**src/cdsf_pkg.sv**
```systemverilog
package cdsf_pkg;
	localparam logic [6:0] ADDR_RLINE = 7'h5d;
	localparam logic [6:0] ADDR_PWR = 7'h5e;
	localparam logic [6:0] ADDR_SHORT = 7'h5f;
	localparam logic [6:0] ADDR_STICKY = 7'h60;
	localparam logic [6:0] ADDR_LIVE = 7'h61;
	localparam logic [6:0] ADDR_BTN_CLR = 7'h0e;
	localparam int LEVEL_MSB = 7;
	localparam int LEVEL_LSB = 4;
	localparam int UNMUTE_BIT = 3;
	localparam int PENDING_BIT = 1;
	localparam int RPWR_BIT = 0;
	localparam int BTN_BIT = 3;
	localparam logic [3:0] LEVEL_RST = 4'h0;
	localparam logic [3:0] LEVEL_MAX = 4'h9;
	localparam logic UNMUTE_RST = 1'b0;
	localparam logic PENDING_RST = 1'b1;
	localparam logic [7:0] FLAGS_RST = 8'h00;
	localparam logic [7:0] RDATA_RST = 8'h00;
	localparam int CLK_PERIOD_NS = 10;
	localparam int GAIN_STEP_NS = 1000;
	localparam int GAIN_STEP_CYC = (GAIN_STEP_NS + CLK_PERIOD_NS - 1) / CLK_PERIOD_NS;
	localparam logic [7:0] STEP_LAST = 8'(GAIN_STEP_CYC - 1);

	typedef struct packed {
		logic dac_l_pwr;
		logic dac_r_pwr;
		logic mono_line_pwr;
		logic left_line_pwr;
		logic right_line_pwr;
		logic left_hp_pwr;
		logic right_hp_pwr;
		logic left_com_pwr;
		logic right_com_pwr;
		logic [3:0] short_det;
		logic button;
		logic headset;
		logic [1:0] noise_gate;
	} cdsf_status_t;

	localparam cdsf_status_t STATUS_RST = '0;

	typedef enum logic [1:0] {
		cdsf_idle_t_settled,
		cdsf_idle_t_wait,
		cdsf_idle_t_step
	} cdsf_ramp_t;
endpackage

```
**src/cdsf_sync_if.sv**
```systemverilog
`timescale 1ns/10ps
interface cdsf_sync_if;
	cdsf_pkg::cdsf_status_t status;
	modport src (output status);
	modport dst (input status);
endinterface

```
**src/cdsf_input_sync.sv**
```systemverilog
`timescale 1ns/10ps
module cdsf_input_sync (
	input wire logic mclk,
	input wire logic rst_b,
	input wire cdsf_pkg::cdsf_status_t raw,
	cdsf_sync_if.src sync
);
	cdsf_pkg::cdsf_status_t stage1;
	cdsf_pkg::cdsf_status_t stage2;
	cdsf_pkg::cdsf_status_t next_stage1;
	cdsf_pkg::cdsf_status_t next_stage2;

	// Analog status comes from another domain; the first stage feeds only the second
	always_comb begin
		next_stage1 = raw;
		next_stage2 = stage1;
		if (!rst_b) begin
			next_stage1 = cdsf_pkg::STATUS_RST;
			next_stage2 = cdsf_pkg::STATUS_RST;
		end
	end

	always_ff @(posedge mclk) begin
		stage1 <= next_stage1;
		stage2 <= next_stage2;
	end

	assign sync.status = stage2;
endmodule // cdsf_input_sync

```
**src/cdsf_status_bank.sv**
```systemverilog
`timescale 1ns/10ps
module cdsf_status_bank (
	input wire logic mclk,
	input wire logic rst_b,
	input wire logic reg_page0,
	input wire logic [6:0] reg_addr,
	input wire logic reg_wr,
	input wire logic reg_rd,
	input wire logic [7:0] reg_wdata,
	output logic [7:0] reg_rdata,
	output logic reg_rvalid,
	input wire logic dac_l_pwr,
	input wire logic dac_r_pwr,
	input wire logic mono_line_driver_pwr,
	input wire logic left_line_driver_pwr,
	input wire logic right_line_driver_pwr,
	input wire logic left_headphone_driver_pwr,
	input wire logic right_headphone_driver_pwr,
	input wire logic left_common_headphone_driver_pwr,
	input wire logic right_common_headphone_driver_pwr,
	input wire logic [3:0] headphone_short,
	input wire logic button_press,
	input wire logic headset_present,
	input wire logic [1:0] noise_gate_low,
	output logic [3:0] right_line_driver_gain,
	output logic right_line_driver_unmute
);
	cdsf_pkg::cdsf_status_t raw;
	cdsf_sync_if sync_if ();
	cdsf_pkg::cdsf_status_t st;

	logic [3:0] level;
	logic unmute;
	logic pending;
	logic [3:0] applied;
	logic [7:0] step_cnt;
	cdsf_pkg::cdsf_ramp_t ramp;
	logic [7:0] sticky;
	logic btn_hold;
	logic headset_q;
	logic [7:0] next_rdata;
	logic next_rvalid;
	logic [3:0] next_level;
	logic next_unmute;
	logic next_pending;
	logic [3:0] next_applied;
	logic [7:0] next_step_cnt;
	cdsf_pkg::cdsf_ramp_t next_ramp;
	logic [7:0] next_sticky;
	logic next_btn_hold;
	logic next_headset_q;
	logic [3:0] target;
	logic [7:0] sticky_set;
	logic hit_wr_ctrl;
	logic hit_rd_sticky;
	logic hit_rd_btn;

	assign raw = '{
		dac_l_pwr: dac_l_pwr,
		dac_r_pwr: dac_r_pwr,
		mono_line_pwr: mono_line_driver_pwr,
		left_line_pwr: left_line_driver_pwr,
		right_line_pwr: right_line_driver_pwr,
		left_hp_pwr: left_headphone_driver_pwr,
		right_hp_pwr: right_headphone_driver_pwr,
		left_com_pwr: left_common_headphone_driver_pwr,
		right_com_pwr: right_common_headphone_driver_pwr,
		short_det: headphone_short,
		button: button_press,
		headset: headset_present,
		noise_gate: noise_gate_low
	};

	cdsf_input_sync u_sync (
		.mclk(mclk),
		.rst_b(rst_b),
		.raw(raw),
		.sync(sync_if.src)
	);

	assign st = sync_if.status;

	function automatic logic hit(input logic page0, input logic [6:0] addr,
		input logic [6:0] want);
		hit = page0 && (addr == want);
	endfunction

	// Reserved codes would exceed the gain table; clamp rather than misbehave
	function automatic logic [3:0] clamp_level(input logic [3:0] code);
		clamp_level = (code > cdsf_pkg::LEVEL_MAX) ? cdsf_pkg::LEVEL_MAX : code;
	endfunction

	assign hit_wr_ctrl = reg_wr && hit(reg_page0, reg_addr, cdsf_pkg::ADDR_RLINE);
	assign hit_rd_sticky = reg_rd && hit(reg_page0, reg_addr, cdsf_pkg::ADDR_STICKY);
	assign hit_rd_btn = reg_rd && hit(reg_page0, reg_addr, cdsf_pkg::ADDR_BTN_CLR);
	assign target = clamp_level(level);

	// Control register: only level and mute are writable
	always_comb begin
		next_level = level;
		next_unmute = unmute;
		if (hit_wr_ctrl) begin
			next_level = reg_wdata[cdsf_pkg::LEVEL_MSB:cdsf_pkg::LEVEL_LSB];
			next_unmute = reg_wdata[cdsf_pkg::UNMUTE_BIT];
		end
		if (!rst_b) begin
			next_level = cdsf_pkg::LEVEL_RST;
			next_unmute = cdsf_pkg::UNMUTE_RST;
		end
	end

	always_ff @(posedge mclk) begin
		level <= next_level;
		unmute <= next_unmute;
	end

	// Gain ramps one dB per step; power is checked only while waiting, so a step already due still lands
	always_comb begin
		next_applied = applied;
		next_step_cnt = step_cnt;
		next_ramp = ramp;
		next_pending = pending;
		unique case (ramp)
			cdsf_pkg::cdsf_idle_t_settled: begin
				if (applied != target) begin
					next_ramp = cdsf_pkg::cdsf_idle_t_wait;
					next_step_cnt = '0;
				end
			end
			cdsf_pkg::cdsf_idle_t_wait: begin
				if (!st.right_line_pwr) begin
					next_step_cnt = '0;
				end else if (step_cnt == cdsf_pkg::STEP_LAST) begin
					next_ramp = cdsf_pkg::cdsf_idle_t_step;
				end else begin
					next_step_cnt = step_cnt + 8'h01;
				end
			end
			cdsf_pkg::cdsf_idle_t_step: begin
				if (applied < target) begin
					next_applied = applied + 4'h1;
				end else if (applied > target) begin
					next_applied = applied - 4'h1;
				end
				next_ramp = cdsf_pkg::cdsf_idle_t_settled;
			end
			default: begin
				next_ramp = cdsf_pkg::cdsf_idle_t_settled;
			end
		endcase
		next_pending = (next_applied != target) || !st.right_line_pwr;
		if (!rst_b) begin
			next_applied = cdsf_pkg::LEVEL_RST;
			next_step_cnt = '0;
			next_ramp = cdsf_pkg::cdsf_idle_t_settled;
			next_pending = cdsf_pkg::PENDING_RST;
		end
	end

	always_ff @(posedge mclk) begin
		applied <= next_applied;
		step_cnt <= next_step_cnt;
		ramp <= next_ramp;
		pending <= next_pending;
	end

	// Event flags; a new event in the clearing read cycle survives
	always_comb begin
		sticky_set = {st.short_det, st.button, st.headset ^ headset_q, st.noise_gate};
		next_sticky = (hit_rd_sticky ? cdsf_pkg::FLAGS_RST : sticky) | sticky_set;
		next_btn_hold = (hit_rd_btn ? 1'b0 : btn_hold) | st.button;
		next_headset_q = st.headset;
		if (!rst_b) begin
			next_sticky = cdsf_pkg::FLAGS_RST;
			next_btn_hold = 1'b0;
			next_headset_q = 1'b0;
		end
	end

	always_ff @(posedge mclk) begin
		sticky <= next_sticky;
		btn_hold <= next_btn_hold;
		headset_q <= next_headset_q;
	end

	// Read data is registered; writes to status addresses change nothing
	always_comb begin
		next_rdata = reg_rdata;
		next_rvalid = reg_rd;
		if (reg_rd && reg_page0) begin
			unique case (reg_addr)
				cdsf_pkg::ADDR_RLINE: begin
					next_rdata = {level, unmute, 1'b0, pending, st.right_line_pwr};
				end
				cdsf_pkg::ADDR_PWR: begin
					next_rdata = {st.dac_l_pwr, st.dac_r_pwr, st.mono_line_pwr,
						st.left_line_pwr, st.right_line_pwr,
						st.left_hp_pwr, st.right_hp_pwr, 1'b0};
				end
				cdsf_pkg::ADDR_SHORT: begin
					next_rdata = {st.short_det, st.left_com_pwr,
						st.right_com_pwr, 2'b00};
				end
				cdsf_pkg::ADDR_STICKY: begin
					next_rdata = sticky;
				end
				cdsf_pkg::ADDR_LIVE: begin
					next_rdata = {st.short_det, btn_hold, st.headset, st.noise_gate};
				end
				default: begin
					next_rdata = cdsf_pkg::RDATA_RST;
				end
			endcase
		end else if (reg_rd) begin
			next_rdata = cdsf_pkg::RDATA_RST;
		end
		if (!rst_b) begin
			next_rdata = cdsf_pkg::RDATA_RST;
			next_rvalid = 1'b0;
		end
	end

	always_ff @(posedge mclk) begin
		reg_rdata <= next_rdata;
		reg_rvalid <= next_rvalid;
		right_line_driver_gain <= next_applied;
		right_line_driver_unmute <= next_unmute;
	end
endmodule // cdsf_status_bank

```
**config.mk**
```make
export PLATFORM = sky130hd
export DESIGN_NAME = cdsf_status_bank
export DESIGN_NICKNAME = d
export VERILOG_FILES = /design/src/cdsf_pkg.sv /design/src/cdsf_sync_if.sv /design/src/cdsf_input_sync.sv /design/src/cdsf_status_bank.sv
export SDC_FILE = /design/constraint.sdc
export NUM_CORES = 1
export LEC_CHECK = 0
export BUFFER_PORTS_ARGS = -buffer_cell sky130_fd_sc_hd__clkbuf_2
export CORE_ASPECT_RATIO = 0.6
export CORE_MARGIN = 2
export CORE_UTILIZATION = 33
export DETAILED_ROUTE_END_ITERATION = 8
export PLACE_DENSITY = 0.58
export SETUP_SLACK_MARGIN = 0.5
export SYNTH_ARGS = -nofsm -noshare
export SYNTH_HDL_FRONTEND = slang
export SYNTH_SLANG_ARGS = --single-unit
export TNS_END_PERCENT = 100
```
**constraint.sdc**
```tcl
create_clock -name mclk -period 2.8 [get_ports mclk]
set_clock_uncertainty 0.1 [all_clocks]
set_input_delay 0.42 -clock mclk [delete_from_list [all_inputs] [get_ports mclk]]
set_output_delay 0.42 -clock mclk [all_outputs]
set_load 0.03 [all_outputs]
```
==> results of run 1 <==
==> through the flow <==
step	area (um^2)	total power, mW	cells	util (%)	hold slack (ns)
after CTS	3600	2.30	476	42.0	0.175
after floorplan	2920	1.15	307	-	0.312
after detailed placement	3280	1.19	459	38.4	0.320
after global routing	3790	2.35	486	44.3	0.183
after global placement	3280	1.19	459	38.4	0.320
final	3790	2.26	486	44.3	0.190
==> path summary, 6_finish.rpt <==
path,depth (start not counted),slack [ns],endpoint
min reg2reg,1,0.33,u_sync.sync.status[2]
min,2,0.19,u_sync.stage1[6]
max,11,0.54,pending
max reg2reg,11,0.54,pending
==> metal layers <==
metal	vias up	track usage, %	part of all wire (%)
met5	-	0	0
li1	1190	-	-
met3	10	5.58	5.4
met4	0	5.67	1.6
met1	1093	21.3	55
met2	63	19.1	38
==> cell usage in the layout (no fill, tap or decap), types with 3 or more instances in the layout <==
master and instances:
sky130_fd_sc_hd__a21oi_2 3, sky130_fd_sc_hd__xor2_1 7, sky130_fd_sc_hd__nand3_1 4, sky130_fd_sc_hd__dfxtp_1 65, sky130_fd_sc_hd__a21oi_1 20, sky130_fd_sc_hd__mux2i_1 8, sky130_fd_sc_hd__nand4_1 7, sky130_fd_sc_hd__a222oi_1 6
sky130_fd_sc_hd__dfxtp_4 3, sky130_fd_sc_hd__buf_4 15, sky130_fd_sc_hd__ha_1 5, sky130_fd_sc_hd__nand2_1 19, sky130_fd_sc_hd__o21ai_0 4, sky130_fd_sc_hd__nor2_1 26, sky130_fd_sc_hd__dfxtp_2 5, sky130_fd_sc_hd__clkbuf_16 9
sky130_fd_sc_hd__and2_1 40, sky130_fd_sc_hd__o22ai_1 3, sky130_fd_sc_hd__nand2b_1 8, sky130_fd_sc_hd__inv_1 6, sky130_fd_sc_hd__a21o_1 6, sky130_fd_sc_hd__clkbuf_2 47, sky130_fd_sc_hd__nor2b_1 3, sky130_fd_sc_hd__xnor2_1 5
==> cell usage after synthesis (all sizes together) (2+ instances only) <==
master  number
and3         3
or2          2
nor2        28
nand2       21
and3b        2
nor3         3
a21oi       23
or3          2
nand4        8
clkbuf      10
o22ai        3
mux2i        8
and2        41
xnor2        5
o21ai        7
dfxtp       73
inv          7
xor2         7
a21o         6
nand2b       8
ha           7
nor3b        2
nand3        4
a222oi       6
nor2b        6
==> kinds of logic after synthesis <==
| logic type | after synthesis | synth area share (%) |
|---|---|---|
| adder cells (fa/ha/maj) | 7 | 3.00 |
| AND/OR/NAND/NOR | 134 | 25.4 |
| multiplexers | 8 | 2.75 |
| buffers and inverters | 18 | 2.36 |
| flip-flops | 73 | 50.1 |
| XOR/XNOR | 12 | 3.60 |
| AO/OA/AOI/OAI | 55 | 12.8 |
==> timing repair <==
item                                   4_1_cts  5_1_grt
pin swaps                                    4       19
setup endpoints to repair                   10       11
buffers inserted                             2       10
endpoints found under the hold margin        0        0
resized for setup                            4       28
==> registers in the layout, summed over array words and instances, names as in the netlist <==
| signal | count |
|---|---|
| u_sync.stage1 | 17 |
| u_sync.sync.status | 17 |
| reg_rdata | 8 |
| step_cnt | 8 |
| sticky | 8 |
| level | 4 |
| right_line_driver_gain | 4 |
| ramp | 2 |
| btn_hold | 1 |
| headset_q | 1 |
| pending | 1 |
| reg_rvalid | 1 |
| right_line_driver_unmute | 1 |
==> worst reg2reg max path: stages (launching register included) <==
cell,delay (ns)
sky130_fd_sc_hd__dfxtp_4,0.37
sky130_fd_sc_hd__inv_4,0.09
sky130_fd_sc_hd__nand2_2,0.09
sky130_fd_sc_hd__ha_4,0.27
sky130_fd_sc_hd__nor2b_4,0.12
sky130_fd_sc_hd__o211ai_1,0.09
sky130_fd_sc_hd__buf_4,0.17
sky130_fd_sc_hd__a32o_1,0.26
sky130_fd_sc_hd__a31o_4,0.23
sky130_fd_sc_hd__mux2i_1,0.14
sky130_fd_sc_hd__a22o_1,0.14
sky130_fd_sc_hd__nand3_1,0.07
==> area by class of cell <==
cell class                      instances  area (um^2)  share of cell area, %
Inverter                                7         28.8                  0.759
Multi-Input combinational cell        216         1500                   39.5
Sequential cell                        73         1480                   39.0
Tap cell                              112          140                   3.70
Clock buffer                           10          229                   6.04
Clock inverter                          5         57.6                   1.52
Timing Repair Buffer                   63          359                   9.48
==> where the power goes <==
group          leakage, nW  internal (mW)  switching [mW]  total [mW]
logic                0.777         0.0421          0.0444      0.0865
clock network        0.142          0.683           0.408        1.09
registers            0.602           1.07          0.0135        1.08
==> run_results.csv, run 1 <==
group,metric,value,unit
yosys,synth_area_leaders,"sky130_fd_sc_hd__dfxtp_1 (50%), sky130_fd_sc_hd__and2_1 (8.6%), sky130_fd_sc_hd__a21oi_1 (3.9%)",
yosys,sequential_to_total_area_share_from_yosys_stat,50.1,%
global_route,largest_net_degree_at_the_start_of_global_routing,44,
placement,gpl.final_weighted_congestion,0.834,
global_route,globalRoute.totalOverflow,0,
final_layout,post_route_cells_drive_above_1_share,29.4,%
sta,timing.setup.tns,0,ns
yosys,syn-num-nets,351,
yosys,yosysWarnings,0,
clock_network,cts-root-buf,"sky130_fd_sc_hd__clkbuf_16",
final_layout,antennaDiodeCount,0,
power_and_ir_drop,p_leak,1.52,nW
clock_network,clk_latency,0.33,ns
yosys,netlist-cell-type-count,44,
flow_run,max-cap-violations,0,
yosys,netlist.area_leader.share,50.1,%
sta,grt_setup_unrepaired,"true",
sta,max_slew_margin,47.2,%
placement,io_buffer_count,47,
final_layout,num-fill-cells,849,
die,area_of_the_die,9630,um^2
clock_network,cts-root-to-sink-buffers,2,
sta,post-route-min-period,2.26,ns
yosys,postSynthAreaPerCell,9.50,um^2
yosys,synth_async_sr_flop_share,0,%
worst_setup_path,critical_path.reg2reg.startpoint,"level[3]",
yosys,ys.flop_type,"sky130_fd_sc_hd__dfxtp_1",
sta,worst-slew-pin-transition,0.791,ns
worst_setup_path,worst_ep_arrival_time,2.37,ns
sta,setup_viol_count_final,0,
sta,final_critical_path_setup_slack,0.543,ns
run_status,outcome,"complete, no violations",
yosys,synth_enable_flop_cells,0,
clock_network,clk_pin_slew_worst_paths,0.05,ns
worst_setup_path,startpoint_type,"flip-flop",
sta,fmaxAchievable,443,MHz
routing,drt_iter0_drc,117,
routing,detailed_route_wl,6960,um
sta,drv_slew,0,
worst_setup_path,critPathRequiredTime,2.91,ns
routing,post_drt_wl_per_cell,14.3,um
global_route,groute.usage.overall,14.6,%
yosys,syn-cell-area,2920,um^2
clock_network,cts_max_level,3,
die,die_height,76.8,um
placement,detail_placement_hpwl,4770,um
worst_setup_path,timing.critical_path.fanout_max,6,
routing,number_of_nets_still_failing_antenna_checks_after_routing,0,
placement,dp_slack,0.252,ns
final_layout,layout.nets,414,
clock_network,cts_hold_repair.buffers,0,
worst_setup_path,timing.critical_path.cells,"inv_4 > nand2_2 > ha_4 > nor2b_4 > o211ai_1 > buf_4 > a32o_1 > a31o_4 > mux2i_1 > a22o_1 > nand3_1",
routing,drt_pre_antenna_iters,5,
routing,num_vias,2356,
worst_setup_path,largest_delay_share_family_worst_path,"compound AO/OA/AOI/OAI gates",
worst_hold_path,hold_path_startpoint,"headphone_short[2]",
sta,final_min_period_over_clock_period,80.6,%
global_route,grt_first_pass_wirelength,10900,um
sta,final-hold-violation-count,0,
power_and_ir_drop,powerDensity,596,nW/um^2
worst_setup_path,crit_slowest_cell,"sky130_fd_sc_hd__dfxtp_4",
clock_network,tritoncts,"built",
yosys,leading_area_contributor_after_synthesis,"sky130_fd_sc_hd__dfxtp_1",
yosys,postSynthRegisterBits,73,
final_layout,areaGrowthSynthToFinish,29.9,%
die,io_pins,51,
die,core_area,8560,um^2
worst_setup_path,kind_of_critical_path,"flip-flop to flip-flop",
worst_setup_path,setup.worst_path.end_class,"flip-flop",
yosys,syn-instance-count,307,
die,std_cell_rows,26,
power_and_ir_drop,vdd_ir_drop_max,0.338,mV
worst_setup_path,crit_path_start,"level[3]",
routing,remaining_drc_errors,0,
worst_setup_path,cp_num_buf_inv,2,
die,floorplan.die.width,125,um
die,starting_density,34.1,%
clock_network,tritoncts_num_sinks,73,
clock_network,clock_buffer_count_from_cts,9,
routing,viasPerCell,4.85,
worst_setup_path,peak_per_stage_delay_on_the_critical_path,0.37,ns
global_route,via_count_of_the_first_global_routing_pass,2170,
worst_hold_path,timing.hold.worst.class,"input port to flip-flop",
global_route,grt_antenna_before_repair,0,
Note: power is estimated with default switching activity, not from simulation.
==> inputs of run 2 (changes only) <==
PLACE_DENSITY = 0.6   (was 0.58)
clock period = 2.07 ns   (was 2.8 ns; I/O delays follow)
==> run 2 against run 1 <==
Effect of this change:
- total power rose by 44%
- combinational power rose by 65%
- die area did not move
- routed wire length rose by 2.4%
- global-route usage rose by 1.0 points
- worst setup slack got worse by 0.68 ns
- clock power rose by 50%
- worst hold slack got worse by 0.12 ns
- cell area rose by 9.3%
- clock-buffer cell count fell by 1
- the run now ends with setup timing left
- first-iteration DRC count rose by 24%
- cell count rose by 2.9%
- largest power group unchanged
- critical endpoint is now step_cnt[5]
==> run_results.csv, run 2 (synthesis gave the netlist of run 1 again) <==
group,metric,value,unit
placement,io_buffer_count,47,
sta,grt_setup_unrepaired,"true",
final_layout,final_cell_area,4140,um^2
global_route,grt_antenna_before_repair,0,
die,io_pins,51,
global_route,grt_first_pass_wirelength,11700,um
worst_hold_path,timing.hold.worst.class,"input port to flip-flop",
sta,worst-slew-pin-transition,0.403,ns
routing,number_of_nets_still_failing_antenna_checks_after_routing,0,
die,area_of_the_die,9630,um^2
placement,placed_cell_area,3590,um^2
clock_network,tritoncts,"built",
worst_setup_path,startpoint_type,"flip-flop",
global_route,groute.usage.overall,15.7,%
placement,detail_placement_hpwl,5080,um
die,starting_density,34.1,%
worst_hold_path,hold_path_startpoint,"right_headphone_driver_pwr",
sta,final_critical_path_setup_slack,-0.140,ns
sta,post-route-min-period,2.21,ns
final_layout,post_route_cells_drive_above_1_share,39.2,%
final_layout,layout.nets,428,
worst_setup_path,kind_of_critical_path,"flip-flop to flip-flop",
placement,gpl.final_weighted_congestion,0.830,
worst_setup_path,crit_path_start,"level[1]",
worst_setup_path,critPathRequiredTime,2.24,ns
clock_network,cts-root-buf,"sky130_fd_sc_hd__clkbuf_16",
sta,timing.setup.tns,-0.776,ns
die,die_height,76.8,um
sta,max_slew_margin,73.1,%
sta,drv_slew,0,
clock_network,clock_buffer_count_from_cts,9,
global_route,largest_net_degree_at_the_start_of_global_routing,34,
routing,remaining_drc_errors,0,
worst_setup_path,timing.critical_path.fanout_max,5,
power_and_ir_drop,p_leak,1.66,nW
final_layout,antennaDiodeCount,0,
run_status,outcome,"finished with violations",
global_route,via_count_of_the_first_global_routing_pass,2324,
routing,num_vias,2387,
clock_network,clk_latency,0.34,ns
power_and_ir_drop,vdd_ir_drop_max,0.456,mV
sta,finalHoldWorstSlack,0.0718,ns
global_route,globalRoute.totalOverflow,0,
die,floorplan.die.width,125,um
sta,final-hold-violation-count,0,
clock_network,cts-root-to-sink-buffers,2,
run_status,failed_checks,"setup timing",
placement,dp_slack,-0.132,ns
worst_setup_path,critical_path.reg2reg.startpoint,"level[1]",
routing,drt_iter0_drc,145,
sta,final_min_period_over_clock_period,107,%
clock_network,cts_max_level,3,
routing,viasPerCell,4.77,
die,std_cell_rows,26,
final_layout,areaGrowthSynthToFinish,42.0,%
routing,detailed_route_wl,7130,um
flow_run,max-cap-violations,0,
placement,numPlacedInstances,480,
sta,setup_viol_count_final,9,
final_layout,layout_commonest_cell,"sky130_fd_sc_hd__dfxtp_1",
worst_setup_path,worst_ep_arrival_time,2.39,ns
clock_network,clk_pin_slew_worst_paths,0.06,ns
power_and_ir_drop,powerDensity,785,nW/um^2
worst_setup_path,setup.worst_path.end_class,"flip-flop",
clock_network,tritoncts_num_sinks,73,
final_layout,mostFrequentLayoutCells,"sky130_fd_sc_hd__dfxtp_1 (66), sky130_fd_sc_hd__clkbuf_2 (45), sky130_fd_sc_hd__and2_1 (40), sky130_fd_sc_hd__buf_4 (27), sky130_fd_sc_hd__nor2_1 (24)",
routing,post_drt_wl_per_cell,14.3,um
sta,fmaxAchievable,452,MHz
routing,drt_pre_antenna_iters,4,
final_layout,post_layout_nonfiller_instances,500,
die,core_area,8560,um^2
==> run 2: final cells by class <==
cell class              instances  area, um^2
fillers                       783        4410
multi-input cells             216        1680
flip-flops and latches         73        1480
repair buffers                 77         497
clock buffers                   9         225
well taps                     112         140
clock inverters                 6        90.1
inverters                       7        28.8
==> run 2: repair_timing <==
item,4_1_cts,5_1_grt
setup endpoints to repair,16,23
pin swaps,14,17
hold buffers,0,0
buffers inserted,1,4
resized for setup,18,29
==> run 2: worst paths after layout <==
check                                to  slack (ns)  depth (start not counted)
setup / recovery            step_cnt[5]       -0.14                         10
hold / removal        u_sync.stage1[10]        0.07                          2
setup reg to reg            step_cnt[5]       -0.14                         10
hold reg to reg   u_sync.sync.status[5]        0.33                          1
==> run 2: stage by stage <==
| stage | util [%] | power (mW) |
|---|---|---|
| floorplan | - | 1.56 |
| global placement | 41.9 | 1.63 |
| detailed placement | 41.9 | 1.63 |
| CTS | 46.5 | 3.29 |
| global route | 48.4 | 3.39 |
| finish | 48.4 | 3.25 |
==> run 2: report_power, final <==
part | internal, mW | switching (mW) | total, mW
Clock | 1.05 | 0.589 | 1.64
Combinational | 0.0724 | 0.0710 | 0.143
Sequential | 1.44 | 0.0208 | 1.46
Total | 2.57 | 0.681 | 3.25
==> run 2: worst max-delay path, stage by stage, from the launching register on <==
cell and delay, ns:
sky130_fd_sc_hd__dfxtp_4 0.36, sky130_fd_sc_hd__o21ai_2 0.13, sky130_fd_sc_hd__nand2b_1 0.12, sky130_fd_sc_hd__ha_4 0.23, sky130_fd_sc_hd__nand4_1 0.17, sky130_fd_sc_hd__buf_6 0.16
sky130_fd_sc_hd__nor2_4 0.04, sky130_fd_sc_hd__a211oi_4 0.23, sky130_fd_sc_hd__nand4_4 0.14, sky130_fd_sc_hd__or3_1 0.35, sky130_fd_sc_hd__a21oi_2 0.14
==> run 2: routing by layer <==
layer | GRT usage, % | share of wire (%) | vias to the layer above
met5 | 0 | 0 | -
met4 | 5.33 | 1.5 | 0
met3 | 7.47 | 8.1 | 12
met2 | 19.3 | 38 | 67
met1 | 23.1 | 53 | 1092
li1 | - | - | 1216
